===== config.mk =====
export PLATFORM = sky130hd
export DESIGN_NAME = cpm_clock_power_ctrl
export DESIGN_NICKNAME = d
export VERILOG_FILES = /design/src/design/cpm_pkg.sv /design/src/design/cpm_tick_div.sv /design/src/design/cpm_clock_power_ctrl.sv
export SDC_FILE = /design/constraint.sdc
export NUM_CORES = 1
export LEC_CHECK = 0
export CELL_PAD_IN_SITES_DETAIL_PLACEMENT = 1
export CELL_PAD_IN_SITES_GLOBAL_PLACEMENT = 2
export CORE_ASPECT_RATIO = 1.5
export CORE_UTILIZATION = 42
export DETAILED_ROUTE_END_ITERATION = 8
export DONT_BUFFER_PORTS = 1
export HOLD_SLACK_MARGIN = 0.15
export PLACE_DENSITY_LB_ADDON = 0.1
export SLEW_MARGIN = 20
export SYNTH_ARGS = -nofsm -noshare
export SYNTH_HDL_FRONTEND = slang
export SYNTH_SLANG_ARGS = --single-unit

===== constraint.sdc =====
create_clock -name core_clk -period 3.72 [get_ports core_clk]
set_input_delay 0.744 -clock core_clk [delete_from_list [all_inputs] [get_ports core_clk]]
set_output_delay 0.744 -clock core_clk [all_outputs]
set_load 0.02 [all_outputs]

===== src/design/cpm_pkg.sv =====
/*
  Constants of the clock and power controller.
  Assumes one 50 MHz core clock.
*/
package cpm_pkg;

  localparam int unsigned CORE_CLK_MHZ = 50;

  localparam int unsigned OSC_SETTLE_US = 1000;
  localparam int unsigned PLL_LOCK_US = 300;
  localparam int unsigned PWR_SETTLE_US = 6000;

  localparam int unsigned OSC_SETTLE_CYC = OSC_SETTLE_US * CORE_CLK_MHZ;
  localparam int unsigned PLL_LOCK_CYC = PLL_LOCK_US * CORE_CLK_MHZ;
  localparam int unsigned PWR_SETTLE_CYC = PWR_SETTLE_US * CORE_CLK_MHZ;

  localparam int unsigned WAIT_W = 20;
  localparam int unsigned ULOCK_W = 16;

  localparam logic [1:0] HCLK_DIV1 = 2'h0;
  localparam logic [1:0] HCLK_DIV2 = 2'h1;
  localparam logic [1:0] HCLK_DIV4 = 2'h2;
  localparam logic [1:0] HCLK_RSVD = 2'h3;
  localparam logic [1:0] HCLK_SEL_RST = 2'h0;
  localparam logic PCLK_SEL_RST = 1'h0;

  localparam logic [7:0] SLEEP_KEY = 8'hA3;

  localparam int unsigned RATIO_W = 6;

  localparam logic [1:0] MODE_NORMAL = 2'h0;
  localparam logic [1:0] MODE_IDLE = 2'h1;
  localparam logic [1:0] MODE_STOP = 2'h2;
  localparam logic [1:0] MODE_SLEEP = 2'h3;

  localparam int unsigned EXT_INT_W = 10;
  localparam int unsigned BATT_WAKE_W = 2;

  typedef enum logic [3:0] {
    ST_NORMAL,
    ST_LOCK,
    ST_IDLE,
    ST_STOP_SR,
    ST_STOP,
    ST_STOP_OSC,
    ST_STOP_LOCK,
    ST_SLEEP_SR,
    ST_SLEEP,
    ST_SLEEP_PWR
  } cpm_state_t;

endpackage


===== src/design/cpm_tick_div.sv =====
/*
  Divider: one registered tick per ratio source ticks.
  Assumes ratio >= 1 and a same-clock src_tick.
*/
`timescale 1ns/100ps
`default_nettype none

module cpm_tick_div #(
  parameter int unsigned W = 6
) (
  input wire logic clk,
  input wire logic rst_b,
  input wire logic src_tick,
  input wire logic [W-1:0] ratio,
  input wire logic run,
  output logic tick_q
);

  logic [W-1:0] cnt_q, cnt_d;
  logic [W-1:0] ratio_q, ratio_d;
  logic tick_d;

  always_comb begin
    cnt_d = cnt_q;
    ratio_d = ratio_q;
    tick_d = 1'b0;
    if (!run) begin
      // gate acts at once; ratio reloads while stopped
      cnt_d = '0;
      ratio_d = ratio;
    end else if (src_tick) begin
      // ratio swaps at period end: no runt
      if (cnt_q >= W'(ratio_q - 1'b1)) begin
        cnt_d = '0;
        ratio_d = ratio;
        tick_d = 1'b1;
      end else begin
        cnt_d = W'(cnt_q + 1'b1);
      end
    end
  end

  always_ff @(posedge clk or negedge rst_b) begin
    if (!rst_b) begin
      cnt_q <= '0;
      ratio_q <= W'(1);
      tick_q <= 1'b0;
    end else begin
      cnt_q <= cnt_d;
      ratio_q <= ratio_d;
      tick_q <= tick_d;
    end
  end

endmodule

`default_nettype wire


===== src/design/cpm_clock_power_ctrl.sv =====
/*
  Clock divider and power mode controller; clocks are one-cycle
  enable ticks on core_clk (main PLL or reference clock).
  usb_pll_tick marks USB PLL output edges.
  Assumes sr_ack comes back on core_clk.
  Wake pins and warm reset are asynchronous.
  Cold reset is rst_b.
*/
`timescale 1ns/100ps
`default_nettype none

// Functional notes
// - PLL rewrite inserts lock, clocks held
// - bus clock cpu/1,/2,/4; periph bus/1 or /2
// - video: 0 is bus clock, else /2n
// - camera: 0 is USB PLL/2, else USB PLL/2(n+1)
// - divided clocks follow source at once
// - usb clock is USB PLL over two
// - USB PLL off in stop and sleep
// - usb clock low in lock, off powered down
// - block gates follow enables at once
// - idle stops only the cpu clock
// - idle/stop start on rising edge
// - stop halts oscillator, PLLs, all clocks
// - stop wakes on interrupts and resets
// - no clock during settle and lock
// - stop waits refresh ack before shutdown
// - stop exit: settle, lock, switch
// - refresh released at first access
// - sleep removes clocks and core power
// - sleep: refresh, shutdown, regulator off
// - sleep exit: power, settle, sync reset
module cpm_clock_power_ctrl
  import cpm_pkg::*;
#(
  parameter int unsigned NUM_BLOCKS = 8,
  parameter int unsigned OSC_WAIT_CYCLES = cpm_pkg::OSC_SETTLE_CYC,
  parameter int unsigned LOCK_CYCLES = cpm_pkg::PLL_LOCK_CYC,
  parameter int unsigned PWR_WAIT_CYCLES = cpm_pkg::PWR_SETTLE_CYC
) (
  input wire logic core_clk,
  input wire logic rst_b,
  input wire logic pll_cfg_wr,
  input wire logic usb_pll_cfg_wr,
  input wire logic [1:0] hclk_ratio_sel,
  input wire logic pclk_ratio_sel,
  input wire logic [3:0] video_accel_div,
  input wire logic [3:0] camera_clk_div,
  input wire logic [NUM_BLOCKS-1:0] block_clk_en,
  input wire logic usb_clk_on,
  input wire logic infrared_clk_on,
  input wire logic camera_clk_on,
  input wire logic usb_pll_power_down,
  input wire logic usb_pll_tick,
  input wire logic idle_mode_bit,
  input wire logic stop_mode_bit,
  input wire logic sleep_key_wr,
  input wire logic [7:0] sleep_entry_key,
  input wire logic batt_sleep_en,
  input wire logic batt_fault_n,
  input wire logic [cpm_pkg::EXT_INT_W-1:0] ext_int,
  input wire logic rtc_alarm,
  input wire logic pen_down_int,
  input wire logic modem_int,
  input wire logic warm_reset_n,
  input wire logic sr_ack,
  input wire logic sdram_access_pend,
  output logic cpu_clk_tick,
  output logic system_bus_clk_tick,
  output logic peripheral_bus_clk_tick,
  output logic video_accel_clk_tick,
  output logic camera_clk_tick,
  output logic usb_clk_tick,
  output logic infrared_clk_tick,
  output logic [NUM_BLOCKS-1:0] block_clk_tick,
  output logic sr_req,
  output logic osc_en,
  output logic main_pll_en,
  output logic usb_pll_en,
  output logic pll_src_sel,
  output logic core_power_off_n,
  output logic sys_reset_n,
  output logic [1:0] power_mode
);

  localparam int unsigned PIN_W = EXT_INT_W + 5;

  // two-stage sync; logic reads stage two only
  logic [PIN_W-1:0] pin_meta_q, pin_sync_q;
  logic [PIN_W-1:0] pin_raw;
  logic batt_prev_q;

  assign pin_raw = {batt_fault_n, warm_reset_n, modem_int, pen_down_int,
                    rtc_alarm, ext_int};

  always_ff @(posedge core_clk or negedge rst_b) begin
    if (!rst_b) begin
      pin_meta_q <= {2'h3, {(PIN_W-2){1'b0}}};
      pin_sync_q <= {2'h3, {(PIN_W-2){1'b0}}};
      batt_prev_q <= 1'b1;
    end else begin
      pin_meta_q <= pin_raw;
      pin_sync_q <= pin_meta_q;
      batt_prev_q <= pin_sync_q[PIN_W-1];
    end
  end

  logic [EXT_INT_W-1:0] ext_int_s;
  logic rtc_s, pen_s, modem_s, warm_n_s, batt_n_s;
  logic wake_stop, wake_sleep_sw, wake_sleep_batt, batt_fall;

  assign ext_int_s = pin_sync_q[EXT_INT_W-1:0];
  assign rtc_s = pin_sync_q[EXT_INT_W];
  assign pen_s = pin_sync_q[EXT_INT_W+1];
  assign modem_s = pin_sync_q[EXT_INT_W+2];
  assign warm_n_s = pin_sync_q[EXT_INT_W+3];
  assign batt_n_s = pin_sync_q[EXT_INT_W+4];
  assign batt_fall = batt_prev_q && !batt_n_s;

  assign wake_stop = (|ext_int_s) || rtc_s || pen_s || modem_s
                     || !warm_n_s;
  assign wake_sleep_sw = (|ext_int_s) || rtc_s || !warm_n_s;
  // battery sleep wakes on two lowest lines
  assign wake_sleep_batt = (|ext_int_s[BATT_WAKE_W-1:0]) || !warm_n_s;

  // mode bit edge detection
  logic idle_prev_q, stop_prev_q;
  logic idle_rise, stop_rise, sleep_req;

  assign idle_rise = idle_mode_bit && !idle_prev_q;
  assign stop_rise = stop_mode_bit && !stop_prev_q;
  assign sleep_req = (sleep_key_wr && sleep_entry_key == SLEEP_KEY)
                     || (batt_sleep_en && batt_fall);

  // power mode state machine
  cpm_state_t state_q, state_d;
  logic [WAIT_W-1:0] wait_q, wait_d;
  logic pll_cfgd_q, pll_cfgd_d;
  logic batt_sleep_q, batt_sleep_d;
  logic sr_req_d;
  logic wait_done;

  assign wait_done = (wait_q == '0);

  always_comb begin
    state_d = state_q;
    wait_d = wait_done ? wait_q : WAIT_W'(wait_q - 1'b1);
    pll_cfgd_d = pll_cfgd_q;
    batt_sleep_d = batt_sleep_q;
    unique case (state_q)
      ST_NORMAL: begin
        if (sleep_req) begin
          state_d = ST_SLEEP_SR;
          batt_sleep_d = batt_sleep_en && batt_fall;
        end else if (stop_rise) begin
          state_d = ST_STOP_SR;
        end else if (idle_rise) begin
          state_d = ST_IDLE;
        end else if (pll_cfg_wr) begin
          state_d = ST_LOCK;
          wait_d = WAIT_W'(LOCK_CYCLES - 1);
        end
      end
      ST_LOCK: begin
        if (wait_done) begin
          state_d = ST_NORMAL;
          pll_cfgd_d = 1'b1;
        end
      end
      ST_IDLE: begin
        if (wake_stop) begin
          state_d = ST_NORMAL;
        end
      end
      ST_STOP_SR: begin
        if (sr_ack) begin
          state_d = ST_STOP;
        end
      end
      ST_STOP: begin
        if (wake_stop) begin
          state_d = ST_STOP_OSC;
          wait_d = WAIT_W'(OSC_WAIT_CYCLES - 1);
        end
      end
      ST_STOP_OSC: begin
        if (wait_done) begin
          state_d = ST_STOP_LOCK;
          wait_d = WAIT_W'(LOCK_CYCLES - 1);
        end
      end
      ST_STOP_LOCK: begin
        if (wait_done) begin
          state_d = ST_NORMAL;
        end
      end
      ST_SLEEP_SR: begin
        if (sr_ack) begin
          state_d = ST_SLEEP;
        end
      end
      ST_SLEEP: begin
        if (batt_sleep_q ? wake_sleep_batt : wake_sleep_sw) begin
          state_d = ST_SLEEP_PWR;
          wait_d = WAIT_W'(PWR_WAIT_CYCLES - 1);
        end
      end
      ST_SLEEP_PWR: begin
        if (wait_done) begin
          // as after power-on: reference clock until PLL set
          state_d = ST_NORMAL;
          pll_cfgd_d = 1'b0;
          batt_sleep_d = 1'b0;
        end
      end
      default: begin
        state_d = ST_NORMAL;
      end
    endcase
    // held until the first access after wake
    sr_req_d = sr_req;
    if (state_d == ST_STOP_SR || state_d == ST_SLEEP_SR) begin
      sr_req_d = 1'b1;
    end else if (state_d == ST_NORMAL && sdram_access_pend) begin
      sr_req_d = 1'b0;
    end
  end

  // decoded from next state, so outputs are flops
  logic osc_en_d, main_pll_en_d, pll_src_sel_d, power_off_n_d;
  logic sys_reset_n_d, bus_run_d, cpu_run_d, pll_off_mode_d;
  logic [1:0] mode_d;

  always_comb begin
    pll_off_mode_d = (state_d == ST_STOP) || (state_d == ST_STOP_OSC)
                     || (state_d == ST_SLEEP) || (state_d == ST_SLEEP_PWR);
    osc_en_d = !(state_d == ST_STOP || state_d == ST_SLEEP);
    main_pll_en_d = !pll_off_mode_d;
    power_off_n_d = (state_d != ST_SLEEP);
    // reset lifts on an edge once supply settles
    sys_reset_n_d = !(state_d == ST_SLEEP || state_d == ST_SLEEP_PWR);
    pll_src_sel_d = pll_cfgd_d
                    && (state_d == ST_NORMAL || state_d == ST_IDLE);
    bus_run_d = (state_d == ST_NORMAL) || (state_d == ST_IDLE);
    cpu_run_d = (state_d == ST_NORMAL);
    unique case (state_d)
      ST_IDLE: mode_d = MODE_IDLE;
      ST_STOP_SR, ST_STOP, ST_STOP_OSC, ST_STOP_LOCK: mode_d = MODE_STOP;
      ST_SLEEP_SR, ST_SLEEP, ST_SLEEP_PWR: mode_d = MODE_SLEEP;
      default: mode_d = MODE_NORMAL;
    endcase
  end

  logic bus_run_q;

  always_ff @(posedge core_clk or negedge rst_b) begin
    if (!rst_b) begin
      state_q <= ST_NORMAL;
      wait_q <= '0;
      pll_cfgd_q <= 1'b0;
      batt_sleep_q <= 1'b0;
      idle_prev_q <= 1'b0;
      stop_prev_q <= 1'b0;
      sr_req <= 1'b0;
      osc_en <= 1'b1;
      main_pll_en <= 1'b1;
      pll_src_sel <= 1'b0;
      core_power_off_n <= 1'b1;
      sys_reset_n <= 1'b1;
      bus_run_q <= 1'b1;
      cpu_clk_tick <= 1'b0;
      power_mode <= MODE_NORMAL;
    end else begin
      state_q <= state_d;
      wait_q <= wait_d;
      pll_cfgd_q <= pll_cfgd_d;
      batt_sleep_q <= batt_sleep_d;
      idle_prev_q <= idle_mode_bit;
      stop_prev_q <= stop_mode_bit;
      sr_req <= sr_req_d;
      osc_en <= osc_en_d;
      main_pll_en <= main_pll_en_d;
      pll_src_sel <= pll_src_sel_d;
      core_power_off_n <= power_off_n_d;
      sys_reset_n <= sys_reset_n_d;
      bus_run_q <= bus_run_d;
      cpu_clk_tick <= cpu_run_d;
      power_mode <= mode_d;
    end
  end

  // reserved ratio code is never taken
  logic [1:0] hclk_sel_q, hclk_sel_d;
  logic [RATIO_W-1:0] hclk_ratio, pclk_ratio, video_ratio, cam_ratio;

  always_comb begin
    hclk_sel_d = hclk_sel_q;
    if (hclk_ratio_sel != HCLK_RSVD) begin
      hclk_sel_d = hclk_ratio_sel;
    end
    unique case (hclk_sel_q)
      HCLK_DIV2: hclk_ratio = RATIO_W'(2);
      HCLK_DIV4: hclk_ratio = RATIO_W'(4);
      default: hclk_ratio = RATIO_W'(1);
    endcase
    pclk_ratio = pclk_ratio_sel ? RATIO_W'(2) : RATIO_W'(1);
    video_ratio = (video_accel_div == 4'h0) ? RATIO_W'(1)
                  : RATIO_W'({video_accel_div, 1'b0});
    cam_ratio = {1'b0, camera_clk_div, 1'b0} + RATIO_W'(2);
  end

  // USB PLL power and lock tracking
  logic usb_on_d;
  logic [ULOCK_W-1:0] ulock_q, ulock_d;
  logic usb_ok_q, usb_ok_d;

  always_comb begin
    usb_on_d = !usb_pll_power_down && !pll_off_mode_d;
    ulock_d = ulock_q;
    if (!usb_on_d) begin
      ulock_d = '0;
    end else if (usb_pll_cfg_wr || !usb_pll_en) begin
      ulock_d = ULOCK_W'(LOCK_CYCLES);
    end else if (ulock_q != '0) begin
      ulock_d = ULOCK_W'(ulock_q - 1'b1);
    end
    // low through lock, absent while powered down
    usb_ok_d = usb_on_d && (ulock_d == '0);
  end

  always_ff @(posedge core_clk or negedge rst_b) begin
    if (!rst_b) begin
      hclk_sel_q <= HCLK_SEL_RST;
      usb_pll_en <= 1'b1;
      ulock_q <= '0;
      usb_ok_q <= 1'b1;
    end else begin
      hclk_sel_q <= hclk_sel_d;
      usb_pll_en <= usb_on_d;
      ulock_q <= ulock_d;
      usb_ok_q <= usb_ok_d;
    end
  end

  logic usb_src;
  assign usb_src = usb_pll_tick && usb_ok_q;

  // ratio changes only at each stage's own boundary
  cpm_tick_div #(.W(RATIO_W)) u_hclk_div (
    .clk(core_clk),
    .rst_b(rst_b),
    .src_tick(bus_run_q),
    .ratio(hclk_ratio),
    .run(bus_run_q),
    .tick_q(system_bus_clk_tick)
  );

  cpm_tick_div #(.W(RATIO_W)) u_pclk_div (
    .clk(core_clk),
    .rst_b(rst_b),
    .src_tick(system_bus_clk_tick),
    .ratio(pclk_ratio),
    .run(bus_run_q),
    .tick_q(peripheral_bus_clk_tick)
  );

  // fed by bus ticks, so ratio changes carry
  cpm_tick_div #(.W(RATIO_W)) u_video_div (
    .clk(core_clk),
    .rst_b(rst_b),
    .src_tick(system_bus_clk_tick),
    .ratio(video_ratio),
    .run(bus_run_q),
    .tick_q(video_accel_clk_tick)
  );

  cpm_tick_div #(.W(RATIO_W)) u_cam_div (
    .clk(core_clk),
    .rst_b(rst_b),
    .src_tick(usb_src),
    .ratio(cam_ratio),
    .run(camera_clk_on && usb_ok_q),
    .tick_q(camera_clk_tick)
  );

  cpm_tick_div #(.W(RATIO_W)) u_usb_div (
    .clk(core_clk),
    .rst_b(rst_b),
    .src_tick(usb_src),
    .ratio(RATIO_W'(2)),
    .run(usb_clk_on && usb_ok_q),
    .tick_q(usb_clk_tick)
  );

  cpm_tick_div #(.W(RATIO_W)) u_ir_div (
    .clk(core_clk),
    .rst_b(rst_b),
    .src_tick(usb_src),
    .ratio(RATIO_W'(1)),
    .run(infrared_clk_on && usb_ok_q),
    .tick_q(infrared_clk_tick)
  );

  // block gates, one cycle behind bus tick
  logic [NUM_BLOCKS-1:0] blk_d;

  always_comb begin
    blk_d = block_clk_en & {NUM_BLOCKS{system_bus_clk_tick}};
  end

  always_ff @(posedge core_clk or negedge rst_b) begin
    if (!rst_b) begin
      block_clk_tick <= '0;
    end else begin
      block_clk_tick <= blk_d;
    end
  end

endmodule

`default_nettype wire


==> results by group <==
Placed design
  – Dpl ws: 0.696 ns
  – Input/output buffers: 0
  – Placer Congestion: 0.763
  – DPL Wire Length: 12400 µm
  – Cell Area, Placed: 7720 µm²
  – Placed insts: 907

Clocking
  – CTS sink cnt: 151
  – Skew-Pair Late Insertion Delay: 0.43 ns
  – CTS Buf Count: 17
  – Clk buf depth: 2
  – H-tree depth: 4
  – Clock transition at the registers of the reported paths: 0.06 ns
  – CTS tree: built
  – Clock root buffer master: clkbuf_16

Outcome
  – Status: finished, violations left
  – Violated checks: design-rule violations

Critical path
  – Critical path's largest stage delay: 0.60 ns
  – Data arrival, critical path: 3.39 ns
  – Max FO, Critical Path: 11
  – R2R cell count: 10
  – Kind of end point of the critical path: flop
  – WS Path Type: reg -> reg
  – Critical path, cell by cell: inv_1 > ha_1 > or3b_1 > or4_4 > or2_4 > a21oi_4 > inv_2 > o211ai_4 > nand3b_4 > nor4b_4
  – CP Launch Type: flop
  – Critical Path RT: 4.05 ns
  – Slowest CP cell: or4_4

Logic synthesis
  – Post-synth ARST share: 100%
  – Cell taking the most area after synthesis: dfrtp_1
  – Post-Syn Area: 7490 µm²
  – Top FF cell, synth: dfrtp_1
  – Avg Inst Size Synth: 10.6 µm²
  – Post-synth top area share: 44.7%
  – Ys Warns: 0
  – Syn Inst Count: 705
  – Post-synthesis sequential area ratio: 50.7%
  – Syn nets: 810
  – Post-synth EDFFs: 0
  – Flops & latches, synth: 151
  – Top cells by area, synth: dfrtp_1, ha_1, dfstp_2, xnor2_1, nor2_1
  – Synth unique cells: 72

Final layout
  – Layout Utilization: 47.5%
  – Non-Filler Instances: 939
  – P&R area growth vs syn: 10.5%
  – ANT cells: 0
  – Leading cell types in the layout, fill and taps excluded: dfrtp_1, nor2_1, nand2_1, ha_1, inv_1
  – FF+latch area: 3800 µm²
  – Post-route design area: 8280 µm²
  – Most common cell after layout, fill and taps aside: dfrtp_1
  – Layout cells sized above 1: 12.3%
  – Final net count: 818
  – Area of the multi-input gates: 3500 µm²
  – Fillers: 1907

Floorplanning
  – DIE WIDTH: 111 µm
  – Die Span Y: 166 µm
  – Number of top-level pins: 81
  – Row count: 59
  – Die area: 18400 µm²
  – CORE AREA: 17400 µm²
  – Initial Util: 43.0%

Global route
  – Global route overflow: 0
  – Initial antenna violation count: 0
  – Total global-route track usage: 19.9%
  – Largest net degree at the start of global routing: 152
  – Number of global-route vias before repair: 5804
  – First-pass GRT wire length: 28900 µm

Drt
  – WL final: 16700 µm
  – DR WL/cell: 17.8 µm
  – Via Count: 5211
  – Vias per cell: 5.55
  – Drt first pass iters: 6
  – DRC Markers: 10
  – DR iter-0 viols: 200
  – Post-route ant nets: 0

STA
  – Final Hold Fails: 0
  – RSZ-0062 raised after global routing: false
  – Fin. max-slew vios: 0
  – Setup ws final: 0.656 ns
  – Fmax: 326 MHz
  – Slew @ Worst Pin: 0.740 ns
  – Setup violations, final: 0
  – Clk_skew: 0.0111 ns
  – Final TNS setup: 0 ns
  – Normalized max-slew margin: 50.6%
  – Period minus WS final: 3.06 ns
  – Final cycle utilization of the critical path: 82.4%

Power
  – P_leak: 3.71 nW
  – VDD IR max: 0.000263 V
  – PwrDens: 665 nW/µm²

Hold path
  – Min-delay worst type: in -> async

Job
  – Max cap viols: 0
## cells by family (layout without fill, tap and decap cells)
family	count (synthesis)	count (layout)	share of synthesized area, %
adder cells (fa/ha/maj)	48	48	8.01
AND/OR/NAND/NOR	274	274	19.6
multiplexers	18	18	2.64
flip-flops	151	151	50.7
XOR/XNOR	50	50	5.84
AO/OA/AOI/OAI	114	114	10.5
buffers and inverters	50	71	2.62
## critical path, delay by kind of cell, from the launching register on
family | cells | cell delay [ns]
buffers and inverters | 2 | 0.15
adder cells (fa/ha/maj) | 1 | 0.16
flip-flops | 1 | 0.40
AO/OA/AOI/OAI | 2 | 0.40
AND/OR/NAND/NOR | 5 | 1.85
## registers in the layout, summed over array words and instances (netlist names), 5 cells and up
signal	cells
u_video_div.cnt_q	6
ulock_q	16
u_usb_div.cnt_q	6
u_cam_div.ratio_q	6
u_pclk_div.cnt_q	6
pin_sync_q	15
u_hclk_div.cnt_q	6
u_video_div.ratio_q	5
block_clk_tick	8
wait_q	20
pin_meta_q	15
u_cam_div.cnt_q	6
## cells in the mapped netlist (17+ instances only)
| cell type | instances |
|---|---|
| nor3_1 | 26 |
| nor2_1 | 67 |
| nand3_1 | 28 |
| inv_1 | 36 |
| a21oi_1 | 28 |
| dfrtp_1 | 134 |
| o21ai_0 | 22 |
| nand2_1 | 48 |
| dfstp_2 | 17 |
| ha_1 | 48 |
| xnor2_1 | 30 |
| xor2_1 | 20 |
## power breakdown
| part | switching (mW) | internal, mW |
|---|---|---|
| logic | 0.914 | 0.694 |
| clock network | 0.668 | 0.957 |
| registers | 0.343 | 1.93 |
## routing by layer
layer  up-vias  GRT usage (%)  wire length [µm]
li1       2483              -                 -
met1      2648           21.6              6520
met2        61           37.4              9440
met3        19           4.87               483
met4         0           6.58               268
met5         -              0                 0
## cell type report
type	count	area share, %
clock buffer	22	5.61
clock inverter	10	1.18
inverter	37	1.68
multi-input combinational	504	42.2
sequential	151	45.9
tap	213	3.22
timing repair buffer	2	0.181
## metrics by stage
stage	hold WS, ns	power [mW]
6_report	0.0156	5.51
5_1_grt	-0.0204	5.89
4_1_cts	-0.0102	5.60
3_5_place_dp	0.336	3.93
3_3_place_gp	0.334	3.85
2_1_floorplan	0.331	3.50
## final timing paths
| path | from | to | slack, ns |
|---|---|---|---|
| min reg2reg | pin_meta_q[2] | pin_sync_q[2] | 0.35 |
| max in group asynchronous | rst_b | u_video_div.ratio_q[0] | 3.41 |
| min in group core_clk | batt_fault_n | pin_meta_q[14] | 0.31 |
| max | wait_q[0] | usb_ok_q | 0.66 |
| min | rst_b | idle_prev_q | 0.02 |
| max reg2reg | wait_q[0] | usb_ok_q | 0.66 |
## what timing repair did
| item | 4_1_cts | 5_1_grt |
|---|---|---|
| buffers inserted | 0 | 0 |
| resized for setup | 0 | 0 |
| endpoints found under the hold margin | 136 | 141 |
(Power assumes the default switching activity.)
